===== src/hw/vme_dma_defines.vh =====
// Purpose: Constants shared by the VME block-transfer engine files.
// Assumes: Included by its bare name from the engine, checker and bench files.
// Notes: Holds register selects, command fields, width codes and resets.
`ifndef VME_DMA_DEFINES_VH
`define VME_DMA_DEFINES_VH

// Register selects on both write ports.
`define SEL_LOCAL_ADDR 2'h0
`define SEL_VME_ADDR 2'h1
`define SEL_COMMAND 2'h2

// Command word fields.
`define CMD_LEN_MSB 15
`define CMD_LEN_LSB 0
`define CMD_WIDTH_MSB 18
`define CMD_WIDTH_LSB 16
`define CMD_AMODE_MSB 20
`define CMD_AMODE_LSB 19
`define CMD_AM_MSB 26
`define CMD_AM_LSB 21
`define CMD_DIR_BIT 27
`define CMD_RDAHEAD_BIT 28
`define CMD_POSTED_BIT 29
`define CMD_FIXED_BIT 30

// Data width codes.
`define WID_D08E 3'h0
`define WID_D08O 3'h1
`define WID_D16 3'h2
`define WID_D32 3'h3
`define WID_BLT 3'h4
`define WID_MBLT 3'h5

// Address mode codes.
`define AMODE_A16 2'h0
`define AMODE_A24 2'h1
`define AMODE_A32 2'h2

// Reset values.
`define RST_ADDR 32'h0000_0000
`define RST_CMD 32'h0000_0000
`define RST_DATA 64'h0000_0000_0000_0000

`endif


===== src/hw/pin_sync.v =====
// Purpose: Three-stage synchroniser with a debounced level and a rise pulse.
// Assumes: One clock, sys_clk; the input is an asynchronous pin.
// Notes: A change counts once the second and third stages agree.
`timescale 1ns/1ns
module pin_sync (
  input wire sys_clk,
  input wire rst_n,
  input wire pin_in,
  output wire level,
  output wire rise
);

  // Stage registers; the first is read only by the second.
  reg s1_reg;
  reg s2_reg;
  reg s3_reg;
  // Accepted level and its one-cycle rise pulse.
  reg level_reg;
  reg rise_reg;

  // Shift the pin through the chain and accept agreed changes.
  always @(posedge sys_clk) begin
    if (!rst_n) begin
      s1_reg <= 1'b0;
      s2_reg <= 1'b0;
      s3_reg <= 1'b0;
      level_reg <= 1'b0;
      rise_reg <= 1'b0;
    end else begin
      s1_reg <= pin_in;
      s2_reg <= s1_reg;
      s3_reg <= s2_reg;
      // Only an agreed value moves the accepted level.
      if (s2_reg == s3_reg) begin
        level_reg <= s3_reg;
        rise_reg <= s3_reg & ~level_reg;
      end else begin
        rise_reg <= 1'b0;
      end
    end
  end

  assign level = level_reg;
  assign rise = rise_reg;

endmodule


===== src/hw/vme_block_dma_handler.v =====
// Purpose: Block-transfer engine between the local bus and the VMEbus.
// Assumes: 10 MHz sys_clk, synchronous active-low rst_n; VME pins are async.
// Notes: One holding register decouples the producing and consuming sides.
//
// Overview of operation
// - Both local and VME ports write control registers.
// - VME address width selectable: A16, A24, A32.
// - Supports D08 even/odd, D16, D32, BLT, MBLT.
// - Length programmed and counted in VME beats.
// - Read-ahead and posted writes overlap bus cycles.
// - Direction selects VME read or VME write.
// - Fixed option keeps local address constant.
// - VME write: local source, VME destination.
// - VME read: VME source, local destination.
// - Command holds width, length and address modifier.
// - Request bus; no data cycle before grant.
// - Done flag set on successful completion.
// - Error flag set on any detected error.
// - Local address is a full 32 bits.
`timescale 1ns/1ns
`include "vme_dma_defines.vh"
module vme_block_dma_handler (
  input wire sys_clk,
  input wire rst_n,
  // Register write port from the local bus host.
  input wire loc_wr,
  input wire [1:0] loc_sel,
  input wire [31:0] loc_wdata,
  // Register write port from the VME slave decoder.
  input wire vme_wr,
  input wire [1:0] vme_sel,
  input wire [31:0] vme_wdata,
  // Status flags and their clears.
  input wire done_clr,
  input wire error_clr,
  output wire transfer_done_flag,
  output wire transfer_error_flag,
  output wire busy,
  // Bus requester handshake (grant is a pin).
  output wire bus_req,
  input wire bus_grant,
  // VME data cycle handshake toward the master pins.
  output wire vme_cyc_req,
  output wire vme_cyc_write,
  output wire [31:0] vme_cyc_addr,
  output wire [5:0] vme_cyc_am,
  output wire [2:0] vme_cyc_width,
  output wire [63:0] vme_cyc_wdata,
  input wire vme_cyc_ack,
  input wire vme_cyc_berr,
  input wire [63:0] vme_cyc_rdata,
  // Synchronous local bus master.
  output wire lbus_req,
  output wire lbus_write,
  output wire [31:0] lbus_addr,
  output wire [2:0] lbus_width,
  output wire [63:0] lbus_wdata,
  input wire lbus_ack,
  input wire [63:0] lbus_rdata
);

  ////////////////////////////////////////////////////////////////////////////
  // States, one-hot.
  localparam [3:0] ST_IDLE = 4'b0001;
  localparam [3:0] ST_REQ = 4'b0010;
  localparam [3:0] ST_RUN = 4'b0100;
  localparam [3:0] ST_END = 4'b1000;

  reg [3:0] state_reg;
  // Programmed registers; the local address is a full 32 bits.
  reg [31:0] local_start_addr_reg;
  reg [31:0] vme_start_addr_reg;
  reg [31:0] cmd_reg;
  // Running addresses and beat counters.
  reg [31:0] laddr_reg;
  reg [31:0] vaddr_reg;
  reg [15:0] prod_left_reg;
  reg [15:0] cons_left_reg;
  // Holding register between the two sides.
  reg [63:0] hold_reg;
  reg hold_valid_reg;
  // Side activity and the error seen on this transfer.
  reg vme_busy_reg;
  reg lb_busy_reg;
  reg berr_seen_reg;
  // Output registers.
  reg done_reg;
  reg error_reg;
  reg bus_req_reg;
  reg cyc_req_reg;
  reg [31:0] cyc_addr_reg;
  reg [63:0] cyc_wdata_reg;
  reg lreq_reg;
  reg [31:0] lout_addr_reg;
  reg [63:0] lwdata_reg;

  // Synchronised pins.
  wire grant_lvl;
  wire ack_lvl;
  wire ack_rise;
  wire berr_lvl;
  wire berr_rise;

  pin_sync u_grant (.sys_clk(sys_clk), .rst_n(rst_n), .pin_in(bus_grant),
    .level(grant_lvl), .rise());
  pin_sync u_ack (.sys_clk(sys_clk), .rst_n(rst_n), .pin_in(vme_cyc_ack),
    .level(ack_lvl), .rise(ack_rise));
  pin_sync u_berr (.sys_clk(sys_clk), .rst_n(rst_n), .pin_in(vme_cyc_berr),
    .level(berr_lvl), .rise(berr_rise));

  ////////////////////////////////////////////////////////////////////////////
  // Command fields.
  wire vme_write_dir = cmd_reg[`CMD_DIR_BIT];
  wire [2:0] width = cmd_reg[`CMD_WIDTH_MSB:`CMD_WIDTH_LSB];
  wire [1:0] amode = cmd_reg[`CMD_AMODE_MSB:`CMD_AMODE_LSB];
  // Overlap means read-ahead for VME writes, posted writes for VME reads.
  wire overlap = vme_write_dir ? cmd_reg[`CMD_RDAHEAD_BIT] :
    cmd_reg[`CMD_POSTED_BIT];

  // Bytes per beat for the selected width.
  reg [31:0] step;
  always @* begin
    case (width)
      `WID_D08E: step = 32'h0000_0001;
      `WID_D08O: step = 32'h0000_0001;
      `WID_D16: step = 32'h0000_0002;
      `WID_MBLT: step = 32'h0000_0008;
      default: step = 32'h0000_0004;
    endcase
  end

  // VME address cut to the selected address width.
  reg [31:0] vaddr_out;
  always @* begin
    case (amode)
      `AMODE_A16: vaddr_out = {16'h0000, vaddr_reg[15:0]};
      `AMODE_A24: vaddr_out = {8'h00, vaddr_reg[23:0]};
      default: vaddr_out = vaddr_reg;
    endcase
  end

  // A VME cycle may start only while the grant is held and the last ack is gone.
  wire vme_free = !vme_busy_reg && grant_lvl && !ack_lvl && !berr_lvl;
  wire running = state_reg[2] && !berr_seen_reg;
  // Producer: local read for VME writes, VME read for VME reads.
  wire prod_go = running && !hold_valid_reg && (prod_left_reg != 16'h0000) &&
    (vme_write_dir ?
      (!lb_busy_reg && (overlap || !vme_busy_reg)) :
      (vme_free && (overlap || !lb_busy_reg)));
  // Consumer: VME write for VME writes, local write for VME reads.
  wire cons_go = running && hold_valid_reg &&
    (vme_write_dir ? vme_free : !lb_busy_reg);
  wire vme_go = vme_write_dir ? cons_go : prod_go;
  wire lb_go = vme_write_dir ? prod_go : cons_go;
  wire vme_end = vme_busy_reg && (ack_rise || berr_rise);
  wire lb_end = lb_busy_reg && lbus_ack;

  // One command write per cycle; the local host wins a collision.
  wire any_wr = loc_wr || vme_wr;
  wire [1:0] wsel = loc_wr ? loc_sel : vme_sel;
  wire [31:0] wdata = loc_wr ? loc_wdata : vme_wdata;
  wire start = any_wr && (wsel == `SEL_COMMAND) && state_reg[0];

  ////////////////////////////////////////////////////////////////////////////
  // Control registers, writable from either port while idle.
  always @(posedge sys_clk) begin
    if (!rst_n) begin
      local_start_addr_reg <= `RST_ADDR;
      vme_start_addr_reg <= `RST_ADDR;
      cmd_reg <= `RST_CMD;
    end else if (any_wr && state_reg[0]) begin
      // Writes while a transfer runs are ignored.
      case (wsel)
        `SEL_LOCAL_ADDR: local_start_addr_reg <= wdata;
        `SEL_VME_ADDR: vme_start_addr_reg <= wdata;
        `SEL_COMMAND: cmd_reg <= wdata;
        default: cmd_reg <= cmd_reg;
      endcase
    end
  end

  ////////////////////////////////////////////////////////////////////////////
  // Sequencer, side engines, holding register and flags.
  always @(posedge sys_clk) begin
    if (!rst_n) begin
      state_reg <= ST_IDLE;
      laddr_reg <= `RST_ADDR;
      vaddr_reg <= `RST_ADDR;
      prod_left_reg <= 16'h0000;
      cons_left_reg <= 16'h0000;
      hold_reg <= `RST_DATA;
      hold_valid_reg <= 1'b0;
      vme_busy_reg <= 1'b0;
      lb_busy_reg <= 1'b0;
      berr_seen_reg <= 1'b0;
      done_reg <= 1'b0;
      error_reg <= 1'b0;
      bus_req_reg <= 1'b0;
      cyc_req_reg <= 1'b0;
      cyc_addr_reg <= `RST_ADDR;
      cyc_wdata_reg <= `RST_DATA;
      lreq_reg <= 1'b0;
      lout_addr_reg <= `RST_ADDR;
      lwdata_reg <= `RST_DATA;
    end else begin
      // Software clears; a set later in this block wins over the clear.
      if (done_clr) begin
        done_reg <= 1'b0;
      end
      if (error_clr) begin
        error_reg <= 1'b0;
      end
      case (state_reg)
        ST_IDLE: begin
          if (start) begin
            // Writing the command starts; addresses were loaded before.
            laddr_reg <= local_start_addr_reg;
            vaddr_reg <= vme_start_addr_reg;
            prod_left_reg <= wdata[`CMD_LEN_MSB:`CMD_LEN_LSB];
            cons_left_reg <= wdata[`CMD_LEN_MSB:`CMD_LEN_LSB];
            hold_valid_reg <= 1'b0;
            berr_seen_reg <= 1'b0;
            bus_req_reg <= 1'b1;
            state_reg <= ST_REQ;
          end
        end
        ST_REQ: begin
          // Wait for ownership before any data cycle.
          if (grant_lvl) begin
            state_reg <= ST_RUN;
          end
        end
        ST_RUN: begin
          // Finish once every beat is consumed or a bus error ended it.
          if ((cons_left_reg == 16'h0000 || berr_seen_reg) &&
              !vme_busy_reg && !lb_busy_reg) begin
            state_reg <= ST_END;
          end
        end
        ST_END: begin
          // Release the bus and raise exactly one outcome flag.
          bus_req_reg <= 1'b0;
          if (berr_seen_reg) begin
            error_reg <= 1'b1;
          end else begin
            done_reg <= 1'b1;
          end
          state_reg <= ST_IDLE;
        end
        default: state_reg <= ST_IDLE;
      endcase

      // Launch a VME cycle; source or destination is the VME address.
      if (vme_go) begin
        vme_busy_reg <= 1'b1;
        cyc_req_reg <= 1'b1;
        cyc_addr_reg <= vaddr_out;
        cyc_wdata_reg <= hold_reg;
      end
      // Launch a local cycle; local address is the other end.
      if (lb_go) begin
        lb_busy_reg <= 1'b1;
        lreq_reg <= 1'b1;
        lout_addr_reg <= laddr_reg;
        lwdata_reg <= hold_reg;
      end
      // A consumer launch empties the holding register.
      if (cons_go) begin
        hold_valid_reg <= 1'b0;
      end

      // VME cycle end: advance on success, stop on a bus error.
      if (vme_end) begin
        vme_busy_reg <= 1'b0;
        cyc_req_reg <= 1'b0;
        if (berr_rise) begin
          berr_seen_reg <= 1'b1;
        end else begin
          vaddr_reg <= vaddr_reg + step;
          if (vme_write_dir) begin
            cons_left_reg <= cons_left_reg - 16'h0001;
          end else begin
            prod_left_reg <= prod_left_reg - 16'h0001;
            hold_reg <= vme_cyc_rdata;
            hold_valid_reg <= 1'b1;
          end
        end
      end

      // Local cycle end: advance unless the local address is fixed.
      if (lb_end) begin
        lb_busy_reg <= 1'b0;
        lreq_reg <= 1'b0;
        if (!cmd_reg[`CMD_FIXED_BIT]) begin
          laddr_reg <= laddr_reg + step;
        end
        if (vme_write_dir) begin
          prod_left_reg <= prod_left_reg - 16'h0001;
          hold_reg <= lbus_rdata;
          hold_valid_reg <= 1'b1;
        end else begin
          cons_left_reg <= cons_left_reg - 16'h0001;
        end
      end
    end
  end

  ////////////////////////////////////////////////////////////////////////////
  // Outputs straight from registers.
  assign transfer_done_flag = done_reg;
  assign transfer_error_flag = error_reg;
  assign busy = ~state_reg[0];
  assign bus_req = bus_req_reg;
  assign vme_cyc_req = cyc_req_reg;
  assign vme_cyc_write = cmd_reg[`CMD_DIR_BIT];
  assign vme_cyc_addr = cyc_addr_reg;
  assign vme_cyc_am = cmd_reg[`CMD_AM_MSB:`CMD_AM_LSB];
  assign vme_cyc_width = cmd_reg[`CMD_WIDTH_MSB:`CMD_WIDTH_LSB];
  assign vme_cyc_wdata = cyc_wdata_reg;
  assign lbus_req = lreq_reg;
  assign lbus_write = ~cmd_reg[`CMD_DIR_BIT];
  assign lbus_addr = lout_addr_reg;
  assign lbus_width = cmd_reg[`CMD_WIDTH_MSB:`CMD_WIDTH_LSB];
  assign lbus_wdata = lwdata_reg;

endmodule


===== config.mk =====
export PLATFORM = sky130hd
export DESIGN_NAME = vme_block_dma_handler
export DESIGN_NICKNAME = d
export VERILOG_FILES = /design/src/hw/pin_sync.v /design/src/hw/vme_block_dma_handler.v
export VERILOG_INCLUDE_DIRS = /design/src /design/src/hw
export SDC_FILE = /design/constraint.sdc
export NUM_CORES = 1
export LEC_CHECK = 0
export BUFFER_PORTS_ARGS = -buffer_cell sky130_fd_sc_hd__buf_2
export CAP_MARGIN = 20
export CORE_ASPECT_RATIO = 0.6
export CORE_MARGIN = 2
export CORE_UTILIZATION = 45
export DETAILED_ROUTE_END_ITERATION = 8
export GPL_TIMING_DRIVEN = 0
export PLACE_DENSITY = 0.78
export REMOVE_ABC_BUFFERS = 1
export SETUP_SLACK_MARGIN = 0.2
export SLEW_MARGIN = 20
export SYNTH_ARGS = -nofsm -noshare
export SYNTH_HDL_FRONTEND = slang
export SYNTH_SLANG_ARGS = --single-unit

===== constraint.sdc =====
create_clock -name sys_clk -period 6.3 [get_ports sys_clk]
set_clock_uncertainty 0.1 [all_clocks]
set_input_delay 1.26 -clock sys_clk [delete_from_list [all_inputs] [get_ports sys_clk]]
set_output_delay 1.26 -clock sys_clk [all_outputs]
set_load 0.005 [all_outputs]

Word level (Yosys, flattened, before mapping)
Cells that the tools add are included.
- logic and storage cells: 166
- bits in registers: 472
- muxes and demuxes: 60
- bitwise operators: 7
- equality and inequality tests: 16
- add/sub/neg operators: 4
- reduce and logical (&&, ||, !) cells: 45
- operators by type and width (cell ; count):
    $mux 64 ; 5
    $mux 32 ; 9
    $mux 16 ; 14
    $add 32x32->32 ; 2
    $pmux 32 s2 ; 1
    $sub 16x1->16 const B ; 2
    $mux 1 ; 24
    $pmux 4 s3 ; 2
    $logic_and 1x1->1 ; 18
    $logic_not 16->1 ; 1
    $reduce_bool 16->1 ; 1
    $mux 4 ; 3
    $reduce_and 2->1 ; 6
    $logic_not 1->1 ; 6
    $reduce_or 2->1 ; 3
    $logic_or 1x1->1 ; 5
    $not 1->1 ; 5
    $eq 2x1->1 const B ; 2
    $eq 4x1->1 const B ; 1
    $eq 4x2->1 const B ; 1
    $eq 4x3->1 const B ; 1
    $eq 4x4->1 const B ; 1
    $logic_not 2->1 ; 2
    $ne 2x2->1 const B ; 2
    12 further kinds ; 15

Logic depth before layout (Yosys ltp)
- depth in word-level cells: 12
- gate-level depth with buffers: 10

By module
From an unflattened synthesis, not the netlist that was laid out.
- cells, all modules: 2264
- area, all modules: 19819.0 µm²
- by module, submodules not included (module ; seq. area each (µm²) ; instances ; cells each ; area each (µm²)):
    vme_block_dma_handler ; 8848.5 ; 1 ; 2228 ; 19372.3
    pin_sync ; 100.1 ; 3 ; 12 ; 148.9

Worst setup path before layout
No wires, ideal clock.
- path kind: in2reg
- start point: in vme_sel[0]
- end point: reg cons_left_reg[10]
- cell stages on the path: 5
- arrival time: 2.640 ns
- setup slack: 3.439 ns
- path buffers: 1
- cell sequence: nand4bb_1 > a2111oi_4 > buf_2 > a22oi_1 > o311a_1
- word-level cells in the longest chain between the ends: 11
- RTL lines (what ; RTL line ; text):
    from (decl) ; vme_block_dma_handler.v:31 ; input wire [1:0] vme_sel,
    $mux 2 * ; vme_block_dma_handler.v:160 ; wire [1:0] wsel = loc_wr ? loc_sel : vme_sel;
    $eq 2x2->1 * ; -- ;
    $logic_and 1x1->1 * (2 in a row) ; vme_block_dma_handler.v:162 ; wire start = any_wr && (wsel == `SEL_COMMAND) && state_reg[0];
    $mux 16 * ; vme_block_dma_handler.v:215 ; if (start) begin
    $mux 16 * ; vme_block_dma_handler.v:213 ; case (state_reg)
    $mux 16 ; vme_block_dma_handler.v:280 ; if (vme_write_dir) begin
    $mux 16 ; vme_block_dma_handler.v:276 ; if (berr_rise) begin
    $mux 16 * ; vme_block_dma_handler.v:273 ; if (vme_end) begin
    $mux 16 ; vme_block_dma_handler.v:297 ; if (vme_write_dir) begin
    $mux 16 * ; vme_block_dma_handler.v:291 ; if (lb_end) begin
    to (signal assigned) ; vme_block_dma_handler.v:220 ; cons_left_reg <= wdata[`CMD_LEN_MSB:`CMD_LEN_LSB];
    to (signal assigned) ; vme_block_dma_handler.v:281 ; cons_left_reg <= cons_left_reg - 16'h0001;
    to (signal assigned) ; vme_block_dma_handler.v:302 ; cons_left_reg <= cons_left_reg - 16'h0001;
    to (decl) ; vme_block_dma_handler.v:78 ; reg [15:0] cons_left_reg;
Mark *: on every way between the ends. The rest lies on a longest branch, timed or not.
A chain may end at the register's enable or synchronous reset.

Final worst setup path
- start point: reg cmd_reg[16]
- end point: reg vaddr_reg[26]
- word-level cells in the longest chain between the ends: 6
- elaborated cells between the ends (all ways): 9
- RTL lines (what ; RTL line ; text):
    from (decl) ; vme_block_dma_handler.v:73 ; reg [31:0] cmd_reg;
    from (signal assigned) ; vme_block_dma_handler.v:170 ; cmd_reg <= `RST_CMD;
    from (signal assigned) ; vme_block_dma_handler.v:176 ; `SEL_COMMAND: cmd_reg <= wdata;
    from (signal assigned) ; vme_block_dma_handler.v:177 ; default: cmd_reg <= cmd_reg;
    $eq 3x1->1 / $logic_not 3->1 (equally long branches) ; vme_block_dma_handler.v:123 ; case (width)
    $reduce_or 2->1 (no line) ; -- ;
    $pmux 4 s3 * ; vme_block_dma_handler.v:123 ;
    $add 32x32->32 * ; vme_block_dma_handler.v:279 ; vaddr_reg <= vaddr_reg + step;
    $mux 32 * ; vme_block_dma_handler.v:276 ;
    $mux 32 * ; vme_block_dma_handler.v:273 ;
    to (signal assigned) ; vme_block_dma_handler.v:188 ; vaddr_reg <= `RST_ADDR;
    to (signal assigned) ; vme_block_dma_handler.v:218 ; vaddr_reg <= vme_start_addr_reg;
    to (signal assigned) ; vme_block_dma_handler.v:279 ;
    to (decl) ; vme_block_dma_handler.v:76 ; reg [31:0] vaddr_reg;
Marks and branches as above.

==> load_flow_metrics.sql <==
INSERT INTO impl_metrics (metric_group, metric, value, unit) VALUES
('status', 'run_status', 'complete, no violations', ''),
('clock_network', 'post-cts-setup-buffer-count', '0', ''),
('detailed_routing', 'highest_layer', 'met5', ''),
('floorplan', 'core-area', '41900', 'µm²'),
('clock_network', 'maximum_buffer_depth_of_the_clock_tree', '3', ''),
('worst_hold_path', 'min_delay_path_depth', '1', ''),
('setup_path', 'setup.worst_path.end_class', 'flip-flop', ''),
('clock_network', 'cts.hold.buffers_added', '0', ''),
('logic_synthesis', 'synth_edf_count', '0', ''),
('setup_path', 'r2r_cells', '7', ''),
('detailed_routing', 'ant_nets', '0', ''),
('grt', 'gr-total-overflow', '0', ''),
('setup_path', 'critPathMaxStageDelay', '820', 'ps'),
('detailed_routing', 'detail_route.wirelength', '63500', 'µm'),
('logic_synthesis', 'top_reg_cell_synth', 'sky130_fd_sc_hd__dfxtp_1', ''),
('placement', 'finalWeightedCongestion', '0.930', ''),
('grt', 'initial_antenna_violation_count', '1', ''),
('setup_path', 'cp_num_cells', '7', ''),
('clock_network', 'clock_tree.htree_level_count', '2', ''),
('logic_synthesis', 'post-synth-top-area-cell', 'sky130_fd_sc_hd__dfxtp_1', ''),
('timing', 'worst_tran_pin_value', '1150', 'ps'),
('power_and_ir_drop', 'power.density', '268', 'nW/µm²'),
('timing', 'fin_hold_ws', '336', 'ps'),
('logic_synthesis', 'yosys_register_bits', '456', ''),
('logic_synthesis', 'post_synth_instance_area', '19200', 'µm²'),
('detailed_routing', 'num_vias', '18800', ''),
('logic_synthesis', 'yosys_warnings', '0', ''),
('clock_network', 'tritoncts', 'yes', ''),
('timing', 'relSlewSlack', '0.230', ''),
('clock_network', 'clk_pin_slew', '60', 'ps'),
('layout', 'filler_cell_count', '3824', ''),
('floorplan', 'pin_count', '418', ''),
('timing', 'report.final.slew_viol_count', '0', ''),
('setup_path', 'path_max_fanout', '13', ''),
('floorplan', 'die_area', '44300', 'µm²'),
('detailed_routing', 'dr.pass1.iters', '8', ''),
('setup_path', 'path_cells', 'mux2_2, ha_1, o21ai_0, a21boi_1, nand4_1, or4_1, a31oi_1', ''),
('logic_synthesis', 'yosysSeqAreaShare', '0.477', ''),
('detailed_routing', 'met1Wirelength', '27800', 'µm'),
('clock_network', 'post_cts.resized_instances', '0', ''),
('grt', 'grt_max_degree', '142', ''),
('power_and_ir_drop', 'cellLeakagePower', '0.00897', 'µW'),
('layout', 'nNetsFinal', '2848', ''),
('clock_network', 'numCtsBuffers', '44', ''),
('floorplan', 'starting_utilization_of_the_core_area', '0.457', ''),
('detailed_routing', 'met2_length', '28000', 'µm'),
('grt', 'groute.usage.overall', '0.269', ''),
('setup_path', 'timing.setup.critical_path_class', 'flip-flop to flip-flop', ''),
('setup_path', 'data_required_time_at_the_worst_endpoint', '6680', 'ps'),
('floorplan', 'rows', '58', ''),
('detailed_routing', 'avgViaCountPerCell', '5.80', ''),
('setup_path', 'startpoint_type', 'flip-flop', ''),
('layout', 'layout-area-overhead-vs-synth', '21.9', '%'),
('timing', 'clock.fmax', '270', 'MHz'),
('power_and_ir_drop', 'ir_worst_vdd', '0.202', 'mV'),
('setup_path', 'timing.critical_path.slowest_stage_cell', 'sky130_fd_sc_hd__a21boi_1', ''),
('timing', 'layout_worst_path_cycle_share', '0.588', ''),
('placement', 'dp_hpwl', '45000', 'µm'),
('clock_network', 'cts.sink_count', '456', ''),
('timing', 'final-hold-violation-count', '0', ''),
('worst_hold_path', 'worst_min_delay_path_category', 'flip-flop to flip-flop', ''),
('detailed_routing', 'avgRoutedWirePerCell', '19.6', 'µm'),
('logic_synthesis', 'postSynth.asyncResetShare', '0', ''),
('timing', 'final.setup.tns', '0', 'ps'),
('detailed_routing', 'drtIter0Drc', '2048', ''),
('floorplan', 'die_height', '164', 'µm'),
('timing', 'setup_violations', '0', ''),
('setup_path', 'critical_path_arrival', '4080', 'ps'),
('clock_network', 'clock_latency', '560', 'ps'),
('placement', 'port_buffers', '417', ''),
('detailed_routing', 'route.detailed.drc', '0', '');
[cell usage after synthesis (4+ instances only)]
cell and number:
sky130_fd_sc_hd__o221ai_1 38, sky130_fd_sc_hd__dfxtp_1 456, sky130_fd_sc_hd__o311ai_0 11, sky130_fd_sc_hd__a2111oi_0 4
sky130_fd_sc_hd__a41oi_1 4, sky130_fd_sc_hd__o211ai_1 22, sky130_fd_sc_hd__and2_1 12, sky130_fd_sc_hd__o22a_1 4
sky130_fd_sc_hd__o31a_1 6, sky130_fd_sc_hd__a21o_1 7, sky130_fd_sc_hd__o31ai_1 7, sky130_fd_sc_hd__buf_6 6
sky130_fd_sc_hd__o21a_1 6, sky130_fd_sc_hd__buf_2 36, sky130_fd_sc_hd__mux2_2 11, sky130_fd_sc_hd__a31oi_1 34
sky130_fd_sc_hd__a221oi_1 7, sky130_fd_sc_hd__or4_1 15, sky130_fd_sc_hd__mux2i_1 38, sky130_fd_sc_hd__buf_1 11
sky130_fd_sc_hd__buf_4 19, sky130_fd_sc_hd__nor3b_1 5, sky130_fd_sc_hd__a211oi_1 89, sky130_fd_sc_hd__nand4_1 14
sky130_fd_sc_hd__nor4_1 13, sky130_fd_sc_hd__nor3_1 21, sky130_fd_sc_hd__or2_2 5, sky130_fd_sc_hd__o21ai_0 29
sky130_fd_sc_hd__a311oi_1 42, sky130_fd_sc_hd__a21oi_1 242, sky130_fd_sc_hd__and3b_1 7, sky130_fd_sc_hd__nand3_1 53
sky130_fd_sc_hd__nor2_1 248, sky130_fd_sc_hd__and3_1 13, sky130_fd_sc_hd__ha_1 12, sky130_fd_sc_hd__nand2_1 528
sky130_fd_sc_hd__nor2b_1 11, sky130_fd_sc_hd__inv_1 20, sky130_fd_sc_hd__o211a_1 5, sky130_fd_sc_hd__clkbuf_1 113
sky130_fd_sc_hd__a22oi_1 6, sky130_fd_sc_hd__or3_1 22, sky130_fd_sc_hd__nand3b_1 6, sky130_fd_sc_hd__o311a_1 7
[routing by layer]
metal  vias up  global-route usage
li1       8848                   -
met1      8930               0.376
met2       852               0.405
met3       131              0.0635
met4         2              0.0964
met5         -                   0
[through the flow]
stage | power (µW) | setup WS (ps) | std cells | area, µm² | util
2_1_floorplan | 3290 | 1060 | 2137 | 18300 | -
3_3_place_gp | 3490 | -2570 | 3124 | 21100 | 0.503
3_5_place_dp | 3520 | 1530 | 3153 | 21800 | 0.520
4_1_cts | 6290 | 2100 | 3232 | 23300 | 0.556
5_1_grt | 6470 | 2420 | 3233 | 23300 | 0.556
6_report | 6260 | 2600 | 3234 | 23300 | 0.557
[kinds of logic (layout without fill, tap and decap cells)]
| group | Yosys count | in the layout | synth area share |
|---|---|---|---|
| simple gates | 995 | 995 | 0.227 |
| mux | 49 | 49 | 0.0263 |
| other cells | 0 | 1 | 0 |
| flops | 456 | 456 | 0.477 |
| buf+inv | 207 | 547 | 0.0490 |
| compound gates | 597 | 597 | 0.210 |
| fa+ha+maj | 13 | 13 | 0.00836 |
| xor+xnor | 6 | 6 | 0.00274 |
[placed cells by master, fill, tap and decap left out, types with 29 or more instances in the layout]
cell	synthesis	layout
sky130_fd_sc_hd__mux2i_1	38	38
sky130_fd_sc_hd__o221ai_1	38	38
sky130_fd_sc_hd__nand2_1	528	527
sky130_fd_sc_hd__nand3_1	53	52
sky130_fd_sc_hd__clkbuf_16	0	45
sky130_fd_sc_hd__buf_2	36	415
sky130_fd_sc_hd__a211oi_1	89	89
sky130_fd_sc_hd__o21ai_0	29	29
sky130_fd_sc_hd__a31oi_1	34	34
sky130_fd_sc_hd__nor2_1	248	247
sky130_fd_sc_hd__a311oi_1	42	42
sky130_fd_sc_hd__a21oi_1	242	238
sky130_fd_sc_hd__dfxtp_1	456	456
[power by group]
part	internal [µW]	switching [µW]
combinational	176	280
clock	1640	1150
sequential	2950	67.8
total	4760	1500
[worst reg2reg max path, delay by kind of cell (launching register included)]
family | cells | cell delay (ps)
adders and majority gates | 1 | 340
muxes | 1 | 440
AOI/OAI and AO/OA | 3 | 1170
DFF | 1 | 540
and+or+nand+nor | 2 | 1030
[path summary, 6_finish.rpt]
kind | start | slack [ps] | endpoint
setup / recovery | cmd_reg[16]$_SDFFE_PN0P_ | 2600 | vaddr_reg[26]$_SDFF_PN0_
hold / removal | u_grant.s1_reg$_SDFF_PN0_ | 340 | u_grant.s2_reg$_SDFF_PN0_
setup reg to reg | cmd_reg[16]$_SDFFE_PN0P_ | 2600 | vaddr_reg[26]$_SDFF_PN0_
hold reg to reg | u_grant.s1_reg$_SDFF_PN0_ | 340 | u_grant.s2_reg$_SDFF_PN0_
[area by class of cell]
| class | count | area (µm²) | area share |
|---|---|---|---|
| Timing Repair Buffer | 447 | 2680 | 0.115 |
| Clock buffer | 64 | 1300 | 0.0556 |
| Multi-Input combinational cell | 1660 | 9220 | 0.395 |
| Clock inverter | 15 | 215 | 0.00922 |
| Tap cell | 570 | 713 | 0.0306 |
| Antenna cell | 1 | 2.50 | 0.000107 |
| Inverter | 21 | 86.3 | 0.00370 |
| Sequential cell | 456 | 9130 | 0.391 |
Power figures use the tool's default switching activity.
